[src/core/adc_trigger_pkg.sv]
// Constants shared by the converter trigger and control block.
// Assumes a single 32-bit AHB-Lite bus clocked by the block clock.
package adc_trigger_pkg;

  // ****************************************************************
  // Widths
  // ****************************************************************
  localparam int CODE_W = 10;
  localparam int ADDR_W = 32;
  localparam int DATA_W = 32;

  // ****************************************************************
  // Register byte offsets
  // ****************************************************************
  localparam logic [7:0] OFF_CTRL_MAIN = 8'h00;
  localparam logic [7:0] OFF_CTRL_FMT = 8'h04;
  localparam logic [7:0] OFF_RES_UPPER = 8'h08;
  localparam logic [7:0] OFF_RES_LOWER = 8'h0c;
  localparam logic [7:0] OFF_FLAGS = 8'h10;
  localparam logic [7:0] OFF_ENABLES = 8'h14;
  localparam logic [7:0] OFF_PRIORITY = 8'h18;
  localparam logic [7:0] OFF_FLAG_CLEAR = 8'h1c;

  // ****************************************************************
  // Field positions
  // ****************************************************************
  localparam int CTRL_ON_BIT = 0;
  localparam int CTRL_GO_BIT = 2;
  localparam int CTRL_CHAN_LSB = 3;
  localparam int CTRL_CLK_LSB = 6;
  localparam int FMT_JUSTIFY_BIT = 7;
  localparam int FMT_CLK_HI_BIT = 6;
  localparam int FLAG_DONE_BIT = 6;

  // ****************************************************************
  // Reset values and implemented-bit masks
  // ****************************************************************
  localparam logic [7:0] CTRL_RESET = 8'h00;
  localparam logic [7:0] FMT_RESET = 8'h00;
  localparam logic [7:0] CTRL_MASK = 8'hfd;
  localparam logic [7:0] FMT_MASK = 8'hcf;
  localparam logic [7:0] FLAG_MASK = 8'h40;

  // ****************************************************************
  // Trigger and timing counts
  // ****************************************************************
  localparam logic [3:0] TRIG_MODE = 4'hb;
  localparam logic [3:0] CONV_TADS = 4'd12;
  localparam logic [3:0] ABORT_TADS = 4'd2;

  typedef enum logic [1:0] {
    ST_ACQUIRE = 2'b00,
    ST_CONVERT = 2'b01,
    ST_ABORT_WAIT = 2'b11
  } conv_state_e;

endpackage

[src/core/adc_trigger_control.sv]
// Converter control: register file, conversion sequencer, compare
// trigger path and interrupt. Assumes an AHB-Lite master on ref_clk,
// compare-unit signals from logic on ref_clk, and an analog front end
// and RC oscillator that are asynchronous to ref_clk.
//
// Operation
// RQ1: Compare event starts conversion only with mode 1011 and converter on.
// RQ2: Accepted trigger sets the go flag, starting conversion like software.
// RQ3: Each trigger clears the selected first or third timer counter.
// RQ4: Converter off: trigger ignored, go not set, no conversion.
// RQ5: Converter off: trigger still clears the selected timer counter.
// RQ6: Software selects channel, waits acquisition, then moves results out.
// RQ7: Control bits 7:6 clock, 5:3 channel, 2 go, 0 on; resets zero.
// RQ8: A conversion lasts twelve conversion-bit periods until result load.
// RQ9: Clearing go mid-conversion aborts; result pair keeps old value.
// RQ10: After abort wait two bit periods, then acquisition restarts.
// RQ11: Clock select gives 2..64 oscillator periods, or RC for 011.
// RQ12: Completion clears go, loads result, sets done flag.
//
// Chosen here: register access over AHB-Lite and the register offsets.
`timescale 1ns/1ps

module adc_trigger_control (
  input wire logic ref_clk,
  input wire logic rst_b,
  input wire logic hsel,
  input wire logic [adc_trigger_pkg::ADDR_W-1:0] haddr,
  input wire logic [1:0] htrans,
  input wire logic hwrite,
  input wire logic [2:0] hsize,
  input wire logic [adc_trigger_pkg::DATA_W-1:0] hwdata,
  input wire logic hready,
  output logic hreadyout,
  output logic hresp,
  output logic [adc_trigger_pkg::DATA_W-1:0] hrdata,
  output logic irq,
  output logic irq_high_priority,
  input wire logic special_event,
  input wire logic [3:0] compare_unit_mode_field,
  input wire logic timer_select,
  output logic first_timer_clear,
  output logic third_timer_clear,
  input wire logic rc_osc,
  input wire logic [adc_trigger_pkg::CODE_W-1:0] analog_code,
  output logic [2:0] channel_select,
  output logic [3:0] port_analog_config,
  output logic acquire_active,
  output logic converting
);
  import adc_trigger_pkg::*;

  // ****************************************************************
  // State
  // ****************************************************************
  typedef struct packed {
    logic [7:0] ctrl;
    logic [7:0] fmt;
    logic [7:0] res_hi;
    logic [7:0] res_lo;
    logic [7:0] flags;
    logic [7:0] en;
    logic [7:0] prio;
    conv_state_e st;
    logic [5:0] div_cnt;
    logic [3:0] bit_cnt;
    logic rc_s1;
    logic rc_s2;
    logic rc_s3;
    logic [CODE_W-1:0] code_s1;
    logic [CODE_W-1:0] code_s2;
    logic a_valid;
    logic a_write;
    logic a_hit;
    logic [7:0] a_addr;
    logic rd_wait;
    logic [DATA_W-1:0] rdata;
    logic t1_clr;
    logic t3_clr;
  } ctl_s;

  ctl_s r_reg;
  ctl_s r_next;

  // Shift is 2*low+high, giving 2,4,8,16,32,64 oscillator periods
  function automatic logic [5:0] tad_last(input logic [2:0] sel);
    logic [6:0] p;
    p = 7'h02 << {sel[1:0], sel[2]};
    tad_last = 6'(p - 7'h01);
  endfunction

  logic [2:0] clk_sel;
  logic rc_mode;
  logic tad_tick;
  logic trig;
  logic accepted;
  logic wr;
  logic wr_ctrl;
  logic go_w;
  logic [7:0] rd_mux;
  logic [CODE_W-1:0] code;

  assign clk_sel = {r_reg.fmt[FMT_CLK_HI_BIT], r_reg.ctrl[CTRL_CLK_LSB+:2]};
  assign rc_mode = (clk_sel[1:0] == 2'b11); // RQ11
  assign tad_tick = rc_mode ? (r_reg.rc_s2 & ~r_reg.rc_s3)
                            : (r_reg.div_cnt >= tad_last(clk_sel)); // RQ11
  assign trig = special_event && (compare_unit_mode_field == TRIG_MODE);
  assign accepted = trig && r_reg.ctrl[CTRL_ON_BIT]; // RQ1 RQ4
  assign wr = r_reg.a_valid && r_reg.a_write && r_reg.a_hit;
  assign wr_ctrl = wr && (r_reg.a_addr == OFF_CTRL_MAIN);
  // Go only sticks when the same write leaves the converter on
  assign go_w = hwdata[CTRL_GO_BIT] && hwdata[CTRL_ON_BIT];
  assign code = r_reg.code_s2;

  // ****************************************************************
  // Read mux
  // ****************************************************************
  always_comb begin
    rd_mux = 8'h00;
    if (r_reg.a_hit) begin
      unique case (r_reg.a_addr)
        OFF_CTRL_MAIN: rd_mux = r_reg.ctrl;
        OFF_CTRL_FMT: rd_mux = r_reg.fmt;
        OFF_RES_UPPER: rd_mux = r_reg.res_hi;
        OFF_RES_LOWER: rd_mux = r_reg.res_lo;
        OFF_FLAGS: rd_mux = r_reg.flags;
        OFF_ENABLES: rd_mux = r_reg.en;
        OFF_PRIORITY: rd_mux = r_reg.prio;
        default: rd_mux = 8'h00;
      endcase
    end
  end

  // ****************************************************************
  // Next state
  // ****************************************************************
  always_comb begin
    r_next = r_reg;
    r_next.t1_clr = trig && !timer_select; // RQ3 RQ5
    r_next.t3_clr = trig && timer_select; // RQ3 RQ5
    r_next.rc_s1 = rc_osc;
    r_next.rc_s2 = r_reg.rc_s1;
    r_next.rc_s3 = r_reg.rc_s2;
    r_next.code_s1 = analog_code;
    r_next.code_s2 = r_reg.code_s1;
    r_next.div_cnt = tad_tick ? 6'h00 : 6'(r_reg.div_cnt + 6'h01);

    // Bus: reads take one wait state so a write just before is seen
    r_next.rd_wait = 1'b0;
    if (r_reg.rd_wait) begin
      r_next.rdata = {24'h000000, rd_mux};
    end
    if (hready) begin
      r_next.a_valid = hsel && htrans[1];
      r_next.a_write = hwrite;
      r_next.a_hit = (haddr[ADDR_W-1:8] == 24'h000000) &&
                     (haddr[1:0] == 2'b00);
      r_next.a_addr = haddr[7:0];
      r_next.rd_wait = hsel && htrans[1] && !hwrite;
    end

    // Register writes
    if (wr_ctrl) begin
      r_next.ctrl = hwdata[7:0] & CTRL_MASK; // RQ7
      r_next.ctrl[CTRL_GO_BIT] = go_w;
    end
    if (wr && r_reg.a_addr == OFF_CTRL_FMT) begin
      r_next.fmt = hwdata[7:0] & FMT_MASK;
    end
    if (wr && r_reg.a_addr == OFF_RES_UPPER) begin
      r_next.res_hi = hwdata[7:0];
    end
    if (wr && r_reg.a_addr == OFF_RES_LOWER) begin
      r_next.res_lo = hwdata[7:0];
    end
    if (wr && r_reg.a_addr == OFF_ENABLES) begin
      r_next.en = hwdata[7:0] & FLAG_MASK;
    end
    if (wr && r_reg.a_addr == OFF_PRIORITY) begin
      r_next.prio = hwdata[7:0] & FLAG_MASK;
    end
    if (wr && r_reg.a_addr == OFF_FLAG_CLEAR) begin
      r_next.flags = r_reg.flags & ~hwdata[7:0];
    end

    // Hardware set of go wins over a software clear in the same cycle
    if (accepted) begin
      r_next.ctrl[CTRL_GO_BIT] = 1'b1; // RQ2
    end

    // Sequencer
    unique case (r_reg.st)
      ST_ACQUIRE: begin
        if (r_reg.ctrl[CTRL_GO_BIT] && r_reg.ctrl[CTRL_ON_BIT]) begin
          r_next.st = ST_CONVERT; // RQ2
          r_next.bit_cnt = 4'h0;
          r_next.div_cnt = 6'h00;
        end
      end
      ST_CONVERT: begin
        if (wr_ctrl && !go_w && !accepted) begin
          // Abort: result pair is left untouched
          r_next.st = ST_ABORT_WAIT; // RQ9
          r_next.bit_cnt = 4'h0;
          r_next.div_cnt = 6'h00;
        end else if (tad_tick) begin
          if (r_reg.bit_cnt == CONV_TADS - 4'h1) begin
            r_next.st = ST_ACQUIRE; // RQ8
            r_next.ctrl[CTRL_GO_BIT] = accepted ||
                                       (wr_ctrl && go_w); // RQ12
            r_next.flags[FLAG_DONE_BIT] = 1'b1; // RQ12
            if (r_reg.fmt[FMT_JUSTIFY_BIT]) begin
              r_next.res_hi = {6'h00, code[9:8]};
              r_next.res_lo = code[7:0];
            end else begin
              r_next.res_hi = code[9:2];
              r_next.res_lo = {code[1:0], 6'h00};
            end
          end else begin
            r_next.bit_cnt = 4'(r_reg.bit_cnt + 4'h1);
          end
        end
      end
      ST_ABORT_WAIT: begin
        if (tad_tick) begin
          if (r_reg.bit_cnt == ABORT_TADS - 4'h1) begin
            r_next.st = ST_ACQUIRE; // RQ10
          end else begin
            r_next.bit_cnt = 4'(r_reg.bit_cnt + 4'h1);
          end
        end
      end
      default: r_next.st = ST_ACQUIRE;
    endcase
  end

  always_ff @(posedge ref_clk) begin
    if (!rst_b) begin
      r_reg <= '0; // RQ7
    end else begin
      r_reg <= r_next;
    end
  end

  // ****************************************************************
  // Outputs
  // ****************************************************************
  assign hreadyout = !r_reg.rd_wait;
  assign hresp = 1'b0;
  assign hrdata = r_reg.rdata;
  assign irq = |(r_reg.flags & r_reg.en);
  assign irq_high_priority = |(r_reg.flags & r_reg.en & r_reg.prio);
  assign first_timer_clear = r_reg.t1_clr;
  assign third_timer_clear = r_reg.t3_clr;
  assign channel_select = r_reg.ctrl[CTRL_CHAN_LSB+:3];
  assign port_analog_config = r_reg.fmt[3:0];
  assign acquire_active = (r_reg.st == ST_ACQUIRE) && r_reg.ctrl[CTRL_ON_BIT];
  assign converting = (r_reg.st == ST_CONVERT);
endmodule

[config.mk]
export PLATFORM = sky130hd
export DESIGN_NAME = adc_trigger_control
export DESIGN_NICKNAME = d
export VERILOG_FILES = /design/src/core/adc_trigger_pkg.sv /design/src/core/adc_trigger_control.sv
export SDC_FILE = /design/constraint.sdc
export NUM_CORES = 1
export LEC_CHECK = 0
export BUFFER_PORTS_ARGS = -buffer_cell sky130_fd_sc_hd__buf_2
export CAP_MARGIN = 40
export CORE_ASPECT_RATIO = 0.75
export CORE_UTILIZATION = 40
export CTS_CLUSTER_SIZE = 25
export DETAILED_ROUTE_END_ITERATION = 10
export GPL_ROUTABILITY_DRIVEN = 0
export SLEW_MARGIN = 20
export SYNTH_ARGS = -nofsm -noshare
export SYNTH_HDL_FRONTEND = slang
export SYNTH_SLANG_ARGS = --single-unit
[constraint.sdc]
create_clock -name ref_clk -period 7.2 [get_ports ref_clk]
set_clock_uncertainty 0.05 [all_clocks]
set_input_delay 1.08 -clock ref_clk [delete_from_list [all_inputs] [get_ports ref_clk]]
set_output_delay 1.08 -clock ref_clk [all_outputs]
set_load 0.02 [all_outputs]
==> results.py <==
metrics = {
    "status": {
        "status": "complete, no violations",
    },
    "placement": {
        "placedCellCount": 719,
        "dp_hpwl_mm": 7.95,
        "postPlaceCellArea_um2": 5030,
        "post-place-ws_ns": 3.68,
        "io_buffers": 84,
    },
    "logic_synthesis": {
        "yosys.area_share.simple_pct": 21.5,
        "syn_area_per_cell_um2": 9.10,
        "ys_ff_latch": 96,
        "synthMuxAreaShare_pct": 6.47,
        "yosys_warnings": 0,
        "ys_seq_area_share_pct": 40.8,
        "synth-xor-area-share_pct": 0.929,
        "synthAdderAreaFrac_pct": 2.39,
        "synthCells": 518,
        "synth_top_family_by_area": "simple AND/OR/NAND/NOR gates",
        "ys_async_sr_fraction_pct": 0,
        "synth_compound_area_share_pct": 17.9,
        "synth_cell_types": 65,
        "synth_edf_count": 0,
        "synth_flop_cell": "dfxtp_1",
        "synth.cell_area_um2": 4720,
    },
    "power_and_ir_drop": {
        "total_power_mw": 1.31,
        "vdd_drop_max_mv": 0.124,
        "leakage_nw": 2.19,
        "power_density_nw_per_um2": 241,
    },
    "die": {
        "fp.dieW_um": 127,
        "rows": 33,
        "coreArea_um2": 11200,
        "die_y_um": 96.0,
        "initial_utilization_pct": 42.1,
        "boundaryPins": 138,
        "die-area_um2": 12200,
    },
    "sta": {
        "fin_crit_sh_pct": 50.5,
        "finalCriticalPeriod_ns": 3.64,
        "setup_slack_ns": 3.56,
        "max_freq_mhz": 275,
        "slew_violations": 0,
        "relSlewSlack_pct": 37.1,
        "rsz0062_at_grt": "false",
        "hold_viol": 0,
        "tns_ns": 0,
        "setup_viol": 0,
        "fin_hold_ws_ns": 0.383,
        "worst-slew-pin-transition_ns": 0.919,
    },
    "critical_path": {
        "required_ns": 7.34,
        "cp.arrival_ns": 3.78,
        "crit_fanout": 12,
        "path_class": "register to register",
        "end_kind": "register",
        "cp-start-kind": "register",
        "reg2reg_slack_ns": 3.56,
    },
    "clock_network": {
        "cts_hold_buf": 0,
        "clk_latency_ns": 0.35,
        "cts_root_buffer": "clkbuf_16",
        "cts_buffer_depth": 2,
        "cts.reportedPaths.clkPinSlew_ns": 0.07,
        "cts-resized-gates": 0,
        "cts_tree": "yes",
        "cts_max_level": 3,
        "numCtsBuffers": 9,
        "clkSinkCount": 96,
        "cts_setup_buffers": 0,
    },
    "grt": {
        "grt_max_degree": 50,
        "grtUsageTotal_pct": 18.5,
        "antenna_found_initial": 0,
        "grt-ovfl-total": 0,
        "first_global_vias": 3449,
        "grt_pass1_wl_mm": 17.6,
    },
    "final_layout": {
        "final_cell_mix": "96 x dfxtp_1, 84 x buf_2, 46 x nand2_1, 31 x nor2_1, 27 x a21oi_1",
        "largest_reg_flops": 54,
        "syn2layout_area_growth_pct": 14.6,
        "multiInputGateArea_um2": 2420,
        "drive_gt1_share_pct": 21.3,
        "final_nets": 673,
        "layout_commonest_cell": "dfxtp_1",
        "seqCellArea_um2": 1920,
        "stdcell_area_um2": 5410,
        "fillers": 1085,
        "stdcell_count": 735,
        "utilization_pct": 48.3,
        "n_antenna_cell": 0,
    },
    "route": {
        "drtIter0Drc": 315,
        "drc_errors": 0,
        "routed_via_density": 5.35,
        "wl_per_cell_um": 15.1,
        "ant_nets": 0,
        "dr.pass1.iters": 6,
        "wirelength_mm": 11.1,
        "dr_total_vias": 3933,
    },
    "job": {
        "cap_violations": 0,
    },
    "worst_hold_path": {
        "hp-class": "register to register",
    },
}
==> power by group <==
group          internal, mW  switching [mW]  total, mW
logic                0.0512           0.105      0.156
registers             0.546          0.0120      0.558
clock network         0.378           0.213      0.591
==> final timing paths <==
kind                                              start               endpoint  cells after the start
worst min-delay path              r_next[52]$_SDFF_PN0_     code[6]$_SDFF_PN0_                      1
worst min register to register    r_next[52]$_SDFF_PN0_     code[6]$_SDFF_PN0_                      1
worst max-delay path            clk_sel[1]$_SDFFE_PN0P_  r_reg[110]$_SDFF_PN0_                     11
worst max register to register  clk_sel[1]$_SDFFE_PN0P_  r_reg[110]$_SDFF_PN0_                     11
==> critical path: stages (launching register included) <==
cell	delay, ns
dfxtp_1	0.40
or3_1	0.42
ha_1	0.25
nor3_1	0.17
a21oi_1	0.06
o21a_1	0.17
ha_1	0.31
nand4_1	0.09
o211a_1	0.27
a21o_1	0.32
a2111oi_0	0.86
a311oi_1	0.09
==> Yosys cell counts, types with 2 or more instances <==
cell type	n	area (µm²)
and3b_1	3	26.3
nor2_1	31	116
o21a_1	6	45.0
nand2_1	46	173
xor2_1	3	26.3
buf_4	42	315
nor4_1	7	43.8
nor2b_1	7	43.8
clkbuf_1	21	78.8
nand3_1	26	130
and2_1	25	156
o221ai_1	2	17.5
ha_1	9	113
a31oi_1	10	62.6
a211oi_2	8	100
a2111oi_0	6	52.6
xnor2_1	2	17.5
a31o_2	2	17.5
nor3_1	7	35.0
a21boi_1	4	30.0
a22o_1	5	43.8
a222oi_1	7	70.1
a221oi_1	2	17.5
o211a_1	3	30.0
a311oi_1	6	52.6
a22oi_1	5	37.5
o21ai_0	2	10.0
and3_1	8	50.1
mux2i_1	17	170
o211ai_1	3	22.5
inv_1	8	30.0
a211oi_1	2	15.0
and4_1	2	17.5
nand4_1	6	37.5
o2111ai_1	2	17.5
nand2b_1	9	56.3
buf_2	5	25.0
a21oi_1	27	135
dfxtp_1	96	1920
mux2_1	10	113
a21o_1	2	15.0
==> layout make-up <==
class,count,share of cell area (%)
Clock buffer,9,4.17
Clock inverter,7,2.71
Inverter,9,0.625
Multi-Input combinational cell,367,44.7
Sequential cell,96,35.6
Tap cell,157,3.63
Timing Repair Buffer,90,8.61
==> cell families after synthesis <==
logic type | after synthesis
other | 1
AOI/OAI and AO/OA | 110
xor gates and xnor gates | 5
adders and majority gates | 9
buffers and inverters | 79
DFF | 96
muxes | 28
and+or+nand+nor | 190
==> routing by layer <==
| metal | track usage (%) | wire [µm] |
|---|---|---|
| met1 | 26.5 | 5460 |
| met2 | 27.9 | 4830 |
| met3 | 3.84 | 721 |
| met4 | 5.85 | 96 |
| met5 | 0 | 0 |
Power figures use the tool's default switching activity.
